--- src/common/move_shift_consts.svh ---
// Opcode patterns and field encodings for the move and shift decode.
// Assumes inclusion by bare name from design files.
`ifndef MOVE_SHIFT_CONSTS_SVH
`define MOVE_SHIFT_CONSTS_SVH

`define MEM_SHIFT_HI_PAT 7'h71
`define MEM_SHIFT_SZ_PAT 2'h3
`define MOVE_GRP_PAT 2'h0
`define FLAG_READ_PAT 10'h10B
`define SIZE_BYTE 2'h1
`define SIZE_WORD 2'h3
`define SIZE_LONG 2'h2
`define SIZE_NONE 2'h0
`define MODE_DREG 3'h0
`define MODE_AREG 3'h1
`define MODE_IND 3'h2
`define MODE_POSTINC 3'h3
`define MODE_PREDEC 3'h4
`define MODE_DISP16 3'h5
`define MODE_INDEX 3'h6
`define MODE_EXT 3'h7
`define EXT_ABS_SHORT 3'h0
`define EXT_ABS_LONG 3'h1
`define EXT_PC_DISP 3'h2
`define EXT_PC_INDEX 3'h3
`define EXT_IMMEDIATE 3'h4
`define DIR_RIGHT 1'h0
`define DIR_LEFT 1'h1
`define FLAGS_RESET 5'h00

`endif

--- src/common/move_shift_pkg.sv ---
// Types shared by the move and shift decode block.
// Assumes the constants header is compiled alongside.
package move_shift_pkg;

	typedef struct packed {
		logic [2:0] mode;
		logic [2:0] regnum;
	} ea_t;

	typedef struct packed {
		logic x;
		logic n;
		logic z;
		logic v;
		logic c;
	} condition_code_byte_t;

	typedef enum logic [2:0] {
		OP_NONE,
		OP_SHIFT_RIGHT,
		OP_SHIFT_LEFT,
		OP_MOVE,
		OP_AREG_LOAD,
		OP_FLAG_READ
	} op_kind_t;

	typedef enum logic [3:0] {
		EA_DATA_REG,
		EA_ADDR_REG,
		EA_INDIRECT,
		EA_POSTINC,
		EA_PREDEC,
		EA_DISP16,
		EA_INDEXED,
		EA_ABS_SHORT,
		EA_ABS_LONG,
		EA_PC_DISP,
		EA_PC_INDEX,
		EA_IMMEDIATE,
		EA_INVALID
	} ea_class_t;

endpackage : move_shift_pkg

--- src/hw/ea_mode_decode.sv ---
// Combinational effective address classifier.
// Assumes a six-bit mode and register field from the opcode.
`timescale 1ns/1ps
`include "move_shift_consts.svh"

module ea_mode_decode (
	input wire move_shift_pkg::ea_t i_ea,
	output move_shift_pkg::ea_class_t o_class,
	output logic o_data_alterable,
	output logic o_mem_alterable
);

	always_comb begin
		case (i_ea.mode)
			`MODE_DREG: o_class = move_shift_pkg::EA_DATA_REG;
			`MODE_AREG: o_class = move_shift_pkg::EA_ADDR_REG;
			`MODE_IND: o_class = move_shift_pkg::EA_INDIRECT;
			`MODE_POSTINC: o_class = move_shift_pkg::EA_POSTINC;
			`MODE_PREDEC: o_class = move_shift_pkg::EA_PREDEC;
			`MODE_DISP16: o_class = move_shift_pkg::EA_DISP16;
			`MODE_INDEX: o_class = move_shift_pkg::EA_INDEXED;
			default: begin
				case (i_ea.regnum)
					`EXT_ABS_SHORT: o_class = move_shift_pkg::EA_ABS_SHORT;
					`EXT_ABS_LONG: o_class = move_shift_pkg::EA_ABS_LONG;
					`EXT_PC_DISP: o_class = move_shift_pkg::EA_PC_DISP;
					`EXT_PC_INDEX: o_class = move_shift_pkg::EA_PC_INDEX;
					`EXT_IMMEDIATE: o_class = move_shift_pkg::EA_IMMEDIATE;
					default: o_class = move_shift_pkg::EA_INVALID;
				endcase
			end
		endcase
	end

	always_comb begin
		o_mem_alterable = 1'b0;
		case (o_class)
			move_shift_pkg::EA_INDIRECT,
			move_shift_pkg::EA_POSTINC,
			move_shift_pkg::EA_PREDEC,
			move_shift_pkg::EA_DISP16,
			move_shift_pkg::EA_INDEXED,
			move_shift_pkg::EA_ABS_SHORT,
			move_shift_pkg::EA_ABS_LONG: o_mem_alterable = 1'b1;
			default: o_mem_alterable = 1'b0;
		endcase
		o_data_alterable = o_mem_alterable |
			(o_class == move_shift_pkg::EA_DATA_REG);
	end

endmodule : ea_mode_decode

--- src/hw/move_shift_instruction_decode.sv ---
// Decode and execute of memory shifts, moves, address loads and flag reads.
// Assumes the fetch side presents one opcode and its fetched source word
// with a one-cycle valid; the operand unit performs the actual accesses.
//
// Contract
// - Memory shift opcode pattern recognised.
// - Direction zero right, one left.
// - Memory shift needs memory alterable operand.
// - Memory shift: one bit, word size.
// - Shifted-out bit to carry, extend; zero fill.
// - General move field layout decoded.
// - Move size: 01 byte, 11 word, 10 long.
// - Move sets N Z, clears V C.
// - Move destination must be data alterable.
// - Byte move forbids address register source.
// - Effective address mode and register mapping.
// - Address register load opcode layout.
// - Word load sign-extends; long loads whole.
// - Address load: any source, flags kept.
// - Flag read opcode pattern recognised.
// - Flag read writes zero-extended flags word.
// - Flag read: word, data alterable destination.
`timescale 1ns/1ps
`include "move_shift_consts.svh"

module move_shift_instruction_decode #(
	parameter int DATA_W = 32
) (
	input wire logic i_mclk,
	input wire logic i_rst_b,
	input wire logic i_op_valid,
	input wire logic [15:0] i_opcode,
	input wire logic [DATA_W-1:0] i_src_data,
	output logic o_done,
	output logic o_illegal,
	output logic o_unclaimed,
	output move_shift_pkg::op_kind_t o_op,
	output logic [1:0] o_size,
	output move_shift_pkg::ea_t o_src_ea,
	output move_shift_pkg::ea_t o_dst_ea,
	output logic [DATA_W-1:0] o_result,
	output logic o_dst_write,
	output logic o_areg_write,
	output logic [2:0] o_areg_idx,
	output move_shift_pkg::condition_code_byte_t o_flags
);

	if (DATA_W != 32) begin : g_width_check
		$error("move_shift_instruction_decode serves only DATA_W of 32");
	end

	typedef enum logic [1:0] {
		ST_IDLE,
		ST_RESULT
	} state_t;

	state_t state_q;
	state_t state_d;
	move_shift_pkg::ea_t src_ea;
	move_shift_pkg::ea_t dst_ea;
	move_shift_pkg::ea_class_t src_class;
	logic src_data_alt;
	logic src_mem_alt;
	logic dst_data_alt;
	logic [1:0] size_field;
	logic is_shift;
	logic is_move_grp;
	logic is_areg_load;
	logic is_move;
	logic is_flag_read;
	logic bad;
	move_shift_pkg::op_kind_t op_d;
	logic [15:0] shifted;
	logic shift_out;
	logic [31:0] move_val;
	logic move_neg;
	logic move_zero;
	move_shift_pkg::condition_code_byte_t flags_d;
	logic [31:0] result_d;

	assign src_ea = move_shift_pkg::ea_t'(i_opcode[5:0]);
	assign dst_ea.mode = i_opcode[8:6];
	assign dst_ea.regnum = i_opcode[11:9];
	assign size_field = i_opcode[13:12];

	ea_mode_decode u_src_ea (
		.i_ea(src_ea),
		.o_class(src_class),
		.o_data_alterable(src_data_alt),
		.o_mem_alterable(src_mem_alt)
	);

	ea_mode_decode u_dst_ea (
		.i_ea(dst_ea),
		.o_class(),
		.o_data_alterable(dst_data_alt),
		.o_mem_alterable()
	);

	assign is_shift = (i_opcode[15:9] == `MEM_SHIFT_HI_PAT) &&
		(i_opcode[7:6] == `MEM_SHIFT_SZ_PAT);
	// Size zero is not a move.
	assign is_move_grp = (i_opcode[15:14] == `MOVE_GRP_PAT) &&
		(size_field != `SIZE_NONE);
	assign is_areg_load = is_move_grp && (dst_ea.mode == `MODE_AREG);
	assign is_move = is_move_grp && (dst_ea.mode != `MODE_AREG);
	assign is_flag_read = (i_opcode[15:6] == `FLAG_READ_PAT);

	always_comb begin
		bad = 1'b0;
		op_d = move_shift_pkg::OP_NONE;
		if (is_shift) begin
			op_d = (i_opcode[8] == `DIR_LEFT) ?
				move_shift_pkg::OP_SHIFT_LEFT : move_shift_pkg::OP_SHIFT_RIGHT;
			bad = !src_mem_alt;
		end else if (is_areg_load) begin
			op_d = move_shift_pkg::OP_AREG_LOAD;
			bad = (size_field == `SIZE_BYTE) ||
				(src_class == move_shift_pkg::EA_INVALID);
		end else if (is_move) begin
			op_d = move_shift_pkg::OP_MOVE;
			bad = !dst_data_alt ||
				(src_class == move_shift_pkg::EA_INVALID) ||
				((size_field == `SIZE_BYTE) &&
				(src_class == move_shift_pkg::EA_ADDR_REG));
		end else if (is_flag_read) begin
			op_d = move_shift_pkg::OP_FLAG_READ;
			bad = !src_data_alt;
		end
	end

	always_comb begin
		if (i_opcode[8] == `DIR_LEFT) begin
			shifted = {i_src_data[14:0], 1'b0};
			shift_out = i_src_data[15];
		end else begin
			shifted = {1'b0, i_src_data[15:1]};
			shift_out = i_src_data[0];
		end
	end

	always_comb begin
		case (size_field)
			`SIZE_BYTE: begin
				move_val = {24'h000000, i_src_data[7:0]};
				move_neg = i_src_data[7];
				move_zero = (i_src_data[7:0] == 8'h00);
			end
			`SIZE_WORD: begin
				move_val = {16'h0000, i_src_data[15:0]};
				move_neg = i_src_data[15];
				move_zero = (i_src_data[15:0] == 16'h0000);
			end
			default: begin
				move_val = i_src_data;
				move_neg = i_src_data[31];
				move_zero = (i_src_data == 32'h00000000);
			end
		endcase
	end

	always_comb begin
		flags_d = o_flags;
		result_d = 32'h00000000;
		case (op_d)
			move_shift_pkg::OP_SHIFT_LEFT,
			move_shift_pkg::OP_SHIFT_RIGHT: begin
				result_d = {16'h0000, shifted};
				flags_d.x = shift_out;
				flags_d.c = shift_out;
				flags_d.v = 1'b0;
				flags_d.n = shifted[15];
				flags_d.z = (shifted == 16'h0000);
			end
			move_shift_pkg::OP_MOVE: begin
				result_d = move_val;
				flags_d.n = move_neg;
				flags_d.z = move_zero;
				flags_d.v = 1'b0;
				flags_d.c = 1'b0;
			end
			move_shift_pkg::OP_AREG_LOAD: begin
				if (size_field == `SIZE_WORD) begin
					result_d = {{16{i_src_data[15]}}, i_src_data[15:0]};
				end else begin
					result_d = i_src_data;
				end
			end
			move_shift_pkg::OP_FLAG_READ: begin
				result_d = {27'h0000000, o_flags};
			end
			default: begin
				result_d = 32'h00000000;
			end
		endcase
	end

	always_comb begin
		case (state_q)
			ST_IDLE: state_d = i_op_valid ? ST_RESULT : ST_IDLE;
			ST_RESULT: state_d = i_op_valid ? ST_RESULT : ST_IDLE;
			default: state_d = ST_IDLE;
		endcase
	end

	always_ff @(posedge i_mclk) begin
		if (!i_rst_b) begin
			state_q <= ST_IDLE;
		end else begin
			state_q <= state_d;
		end
	end

	// Per-opcode handshake outputs, one cycle after valid.
	always_ff @(posedge i_mclk) begin
		if (!i_rst_b) begin
			o_done <= 1'b0;
			o_illegal <= 1'b0;
			o_unclaimed <= 1'b0;
			o_dst_write <= 1'b0;
			o_areg_write <= 1'b0;
		end else begin
			o_done <= i_op_valid && (op_d != move_shift_pkg::OP_NONE) && !bad;
			o_illegal <= i_op_valid && (op_d != move_shift_pkg::OP_NONE) && bad;
			o_unclaimed <= i_op_valid && (op_d == move_shift_pkg::OP_NONE);
			o_dst_write <= i_op_valid && !bad &&
				(op_d != move_shift_pkg::OP_NONE) &&
				(op_d != move_shift_pkg::OP_AREG_LOAD);
			o_areg_write <= i_op_valid && !bad &&
				(op_d == move_shift_pkg::OP_AREG_LOAD);
		end
	end

	// Decoded operand description, held until the next opcode.
	always_ff @(posedge i_mclk) begin
		if (!i_rst_b) begin
			o_op <= move_shift_pkg::OP_NONE;
			o_size <= `SIZE_NONE;
			o_src_ea <= '0;
			o_dst_ea <= '0;
			o_areg_idx <= 3'h0;
			o_result <= '0;
		end else if (i_op_valid) begin
			o_op <= op_d;
			o_areg_idx <= dst_ea.regnum;
			o_result <= bad ? 32'h00000000 : result_d;
			if (is_move_grp) begin
				o_size <= size_field;
				o_src_ea <= src_ea;
				o_dst_ea <= dst_ea;
			end else begin
				o_size <= `SIZE_WORD;
				o_src_ea <= src_ea;
				o_dst_ea <= src_ea;
			end
		end
	end

	always_ff @(posedge i_mclk) begin
		if (!i_rst_b) begin
			o_flags <= `FLAGS_RESET;
		end else if (i_op_valid && !bad) begin
			o_flags <= flags_d;
		end
	end

endmodule : move_shift_instruction_decode

--- config.mk ---
export PLATFORM = sky130hd
export DESIGN_NAME = move_shift_instruction_decode
export DESIGN_NICKNAME = d
export VERILOG_FILES = /design/src/common/move_shift_pkg.sv /design/src/hw/ea_mode_decode.sv /design/src/hw/move_shift_instruction_decode.sv
export VERILOG_INCLUDE_DIRS = /design/src /design/src/common
export SDC_FILE = /design/constraint.sdc
export NUM_CORES = 1
export LEC_CHECK = 0
export BUFFER_PORTS_ARGS = -buffer_cell sky130_fd_sc_hd__buf_2
export CORE_ASPECT_RATIO = 0.6
export CORE_UTILIZATION = 45
export CTS_CLUSTER_DIAMETER = 40
export DETAILED_ROUTE_END_ITERATION = 7
export PLACE_DENSITY = 0.74
export SYNTH_ARGS = -nofsm -noshare
export SYNTH_HDL_FRONTEND = slang
export SYNTH_HIERARCHICAL = 1
export SYNTH_SLANG_ARGS = --single-unit
--- constraint.sdc ---
create_clock -name i_mclk -period 5.9 [get_ports i_mclk]
set_input_delay 1.18 -clock i_mclk [delete_from_list [all_inputs] [get_ports i_mclk]]
set_output_delay 1.18 -clock i_mclk [all_outputs]
set_load 0.1 [all_outputs]
==> flow_summary_export.csv, run 1 <==
group,metric,value,unit
outcome,status,"finished clean",
finish,diodes,0,
power,fin_total_pwr,0.00113,W
synth,netlist_instances,366,
die,core_area,6680,um2
drt,vias,3175,
cts,cts_hold_buf,0,
cts,root_buffer,"clkbuf_16",
setup_path,critPathLaunchType,"input pin",
finish,fill_cells,621,
placed_design,io_buffers,111,
timing,setup_tns,0,ns
run,drv_cap,0,
finish,layout_common_cells,"111 x buf_2, 61 x dfxtp_1, 52 x nand2_1",
timing,slew_violations,0,
synth,synth_area,3120,um2
cts,htree_num_levels,3,
finish,seqCellArea,1220,um2
die,io_pins,113,
setup_path,cp_slowest_stage_delay,0.51,ns
drt,drcViolationCount,0,
timing,min_period,3.46,ns
drt,first_iter_violations,294,
setup_path,endpoint_kind,"register",
setup_path,worstPathArrival,3.66,ns
cts,cts_resized,0,
finish,area_growth,26.5,%
timing,max_freq,289,MHz
timing,fin_crit_sh,58.7,%
die,dieHeight,66.5,um
synth,yosys_warnings,6,
setup_path,crit_type,"in2reg",
setup_path,crit_buf_inv,2,
drt,post_drt_wl_per_cell,17.2,um
grt,grt_pass1_wl,14800,um
cts,cts.sinks,61,
timing,finClkSkew,0.00499,ns
timing,slew_headroom,30.2,%
cts,cts_setup_buffers,0,
drt,via_per_inst,5.71,
grt,grt_pass1_vias,2895,
cts,clk_pin_slew,0.05,ns
finish,finalNetCount,515,
cts,clockBufferDepth,2,
finish,layout_commonest_cell,"buf_2",
setup_path,crit_chain,"buf_2 > or3_1 > and4_1 > or4b_1 > a21oi_1 > o21ai_2 > o2111ai_4 > buf_4 > o21ai_0",
drt,wirelength,9540,um
setup_path,required,6.09,ns
synth,synthesis.nets,417,
setup_path,crit_family,"simple AND/OR/NAND/NOR gates",
cts,worstSkewPairLatency,0.33,ns
power,ir_drop,0.130,mV
drt,dr.pass1.iters,5,
timing,setup_violations,0,
setup_path,crit_slowest_cell,"or4b_1",
finish,drive_gt1_share,36.5,%
grt,grt-ovfl-total,0,
cts,cts_buffers,9,
cts,cts_tree,"done",
synth,avgSynthCellArea,8.52,um2
placed_design,dp_hpwl,6690,um
die,fp-row-count,23,
die,dieArea,7270,um2
timing,hold_viol,0,
setup_path,path_max_fanout,34,
drt,drtAntennaViolNets,0,
hold_path,hold_class,"reg2reg",
die,dieWidth,109,um
power,power_density,288,nW/um2
power,p_leak,1.76,nW
grt,grt_start_max_net_pins,40,
timing,tightest_slew,1.04,ns
placed_design,place_congestion,0.868,
die,start_util,46.7,%
finish,multiInputGateArea,1740,um2
timing,rsz0062_at_grt,"false",
grt,grtUsageTotal,27.3,%
grt,antenna_found_initial,1,
worst reg2reg max path, stage by stage (launching register included):
cell and delay, ns:
dfxtp_1 0.33, a222oi_1 0.44, o21ai_2 0.07
metal layers:
metal	GRT usage, %	part of all wire, %
met3	8.41	9.2
met2	38.4	43
met1	38.9	47
met5	0	0
met4	9.50	1.6
registers in the layout, summed over array words and instances, names as in the netlist, 2 cells and up:
name and flops:
o_result 32, o_areg_idx 3, o_dst_ea 6, o_flags 4, o_size 2, o_src_ea 6
o_op 3
power breakdown:
part           switching [W]  total, W  internal (W)
logic               0.000158  0.000206     0.0000480
registers         0.00000559  0.000429      0.000424
clock network       0.000193  0.000499      0.000306
worst paths after layout:
kind	from	end	slack, ns	cells after the start
worst min register to register	o_result[20]$_SDFFE_PN0P_	o_result[20]$_SDFFE_PN0P_	0.45	2
worst max register to register	o_flags[0]$_SDFFE_PN0P_	o_result[0]$_SDFFE_PN0P_	4.93	2
worst min-delay path	o_result[20]$_SDFFE_PN0P_	o_result[20]$_SDFFE_PN0P_	0.45	2
worst max-delay path	i_opcode[1]	o_result[23]$_SDFFE_PN0P_	2.44	9
cell type report:
cell class / count / area share, %
inverters: 4 / 0.381
well taps: 87 / 2.76
clock inverters: 5 / 0.888
repair buffers: 113 / 14.5
flip-flops and latches: 61 / 31.0
clock buffers: 11 / 6.41
multi-input cells: 275 / 44.1
stage by stage:
stage | std cells | worst slack, ns | utilization [%] | area [um2] | hold WS (ns)
after CTS | 556 | 2.46 | 59.1 | 3940 | 0.448
after global routing | 556 | 2.23 | 59.1 | 3940 | 0.472
after detailed placement | 540 | 2.13 | 54.8 | 3660 | 0.437
final | 556 | 2.44 | 59.1 | 3940 | 0.445
after floorplan | 366 | 2.80 | - | 3120 | 0.878
after global placement | 540 | 2.22 | 54.8 | 3660 | 0.431
Power figures use the tool's default switching activity.
==> run 2: changes to the inputs <==
==> constraint.sdc (replaced) <==
create_clock -name i_mclk -period 3.2 [get_ports i_mclk]
set_input_delay 0.64 -clock i_mclk [delete_from_list [all_inputs] [get_ports i_mclk]]
set_output_delay 0.64 -clock i_mclk [all_outputs]
set_load 0.1 [all_outputs]
==> flow_summary_export.csv, run 2 (synthesized netlist as in run 1, its figures left out) <==
group,metric,value,unit
outcome,status,"finished clean",
power,power_frac_seq,37.7,%
placed_design,dp_slack,0.212,ns
timing,max_freq,363,MHz
run,drv_cap,0,
power,p_leak,1.79,nW
hold_path,hold_end,"o_result[16]$_SDFFE_PN0P_",
cts,cts_buffers,9,
timing,slew_violations,0,
grt,grtUsageTotal,26.2,%
setup_path,worstPathArrival,2.96,ns
drt,first_iter_violations,314,
cts,worstSkewPairLatency,0.32,ns
cts,cts_tree,"done",
drt,post_drt_wl_per_cell,16.4,um
cts,cts_hold_buf,0,
setup_path,crit_slowest_cell,"or4b_1",
die,dieWidth,109,um
timing,setup_violations,0,
hold_path,min_path_cells,2,
finish,layout_common_cells,"111 x buf_2, 61 x dfxtp_1, 52 x nand2_1",
die,io_pins,113,
grt,grt_pass1_wl,14400,um
setup_path,ff2ff_path_depth,2,
cts,htree_num_levels,3,
timing,fin_crit_sh,86.1,%
setup_path,required,3.40,ns
finish,fill_cells,588,
setup_path,crit_type,"in2reg",
timing,slew_headroom,52.9,%
power,switching_share,30.0,%
timing,setup_tns,0,ns
cts,cts_resized,0,
finish,finalNetCount,521,
timing,holdWs,0.443,ns
timing,rsz0062_at_grt,"false",
placed_design,place_congestion,0.871,
timing,hold_viol,0,
cts,clk_pin_slew,0.05,ns
drt,dr.pass1.iters,7,
finish,area_growth,28.2,%
finish,diodes,0,
setup_path,rr_endpoint,"o_result[0]$_SDFFE_PN0P_",
timing,finClkSkew,0.00460,ns
setup_path,r2r_start,"o_flags[0]$_SDFFE_PN0P_",
placed_design,dp_hpwl,6720,um
power,fin_total_pwr,0.00210,W
drt,drcViolationCount,0,
setup_path,endpoint_kind,"register",
power,ir_drop,0.302,mV
placed_design,io_buffers,111,
die,dieArea,7270,um2
grt,grt_pass1_vias,2811,
setup_path,reg2reg_slack,2.25,ns
finish,final_cells,561,
timing,min_period,2.76,ns
finish,reg_top3,"o_result: 32 flops, o_dst_ea: 6 flops, o_src_ea: 6 flops",
grt,antenna_found_initial,0,
setup_path,crit_family,"simple AND/OR/NAND/NOR gates",
setup_path,cp_slowest_stage_delay,0.53,ns
finish,regMostFlops,"o_result",
power,p_sw,0.000630,W
cts,cts.sinks,61,
setup_path,crit_chain,"buf_2 > or3_1 > and4_1 > or4b_1 > a21oi_1 > o21ai_2 > o2111ai_4 > buf_4 > o21ai_0",
finish,layout_commonest_cell,"buf_2",
grt,grt-ovfl-total,0,
power,p_clk_share,44.1,%
hold_path,hold_class,"reg2reg",
cts,cts_setup_buffers,0,
setup_path,critPathLaunchType,"input pin",
timing,final.setup.worst_slack,0.444,ns
finish,drive_gt1_share,36.7,%
die,core_area,6680,um2
drt,vias,3205,
timing,tightest_slew,0.701,ns
drt,via_per_inst,5.71,
setup_path,crit_buf_inv,2,
die,start_util,46.7,%
setup_path,path_max_fanout,12,
die,dieHeight,66.5,um
finish,largest_reg_flops,32,
power,p_int,0.00147,W
grt,grt_start_max_net_pins,39,
drt,drtAntennaViolNets,0,
power,power_density,525,nW/um2
hold_path,min_from,"o_result[16]$_SDFFE_PN0P_",
power,p_comb_share,18.2,%
cts,root_buffer,"clkbuf_16",
cts,clockBufferDepth,2,
die,fp-row-count,23,
drt,wirelength,9210,um
placed_design,placedCellCount,546,
run 2: worst max-delay path by stage:
stage,from,end,slack (ns),cells past startpoint
after floorplan,i_opcode[1],o_result[2]$_SDFFE_PN0P_,0.64,8
after global placement,i_opcode[1],o_result[23]$_SDFFE_PN0P_,0.28,9
after detailed placement,i_opcode[1],o_result[23]$_SDFFE_PN0P_,0.21,9
after CTS,i_opcode[1],o_result[23]$_SDFFE_PN0P_,0.48,9
after global routing,i_opcode[1],o_result[20]$_SDFFE_PN0P_,0.32,9
final,i_opcode[1],o_result[23]$_SDFFE_PN0P_,0.44,9
run 2: per-layer routing:
metal,up-vias,track usage [%],part of all wire [%]
met5,-,0,0
met4,0,7.00,1.6
met3,19,8.22,8.0
met2,134,37.2,43
met1,1507,37.7,48
li1,1545,-,-
run 2: power groups by stage:
stage	logic [W]	clock network [W]	registers, W
after global placement	0.000373	0	0.000806
after global routing	0.000403	0.000974	0.000794
after floorplan	0.000126	0	0.000956
after detailed placement	0.000377	0	0.000807
final	0.000382	0.000926	0.000792
after CTS	0.000379	0.000932	0.000792
run 2: through the flow:
stage / util, % / cell area [um2]
2_1_floorplan: - / 3120
3_3_place_gp: 55.6 / 3710
3_5_place_dp: 55.6 / 3710
4_1_cts: 59.9 / 4000
5_1_grt: 59.9 / 4000
6_report: 59.9 / 4000
run 2: layout make-up:
cell class | instances | area (um2) | area share, %
Tap cell | 87 | 109 | 2.72
Multi-Input combinational cell | 275 | 1740 | 43.6
Sequential cell | 61 | 1220 | 30.6
Clock buffer | 11 | 233 | 5.82
Timing Repair Buffer | 119 | 628 | 15.7
Clock inverter | 4 | 50.0 | 1.25
Inverter | 4 | 15.0 | 0.376
run 2: worst register-to-register path, cell delays in order (launching register included):
cell and delay [ns]:
dfxtp_1 0.33, a222oi_1 0.41, o21ai_2 0.08
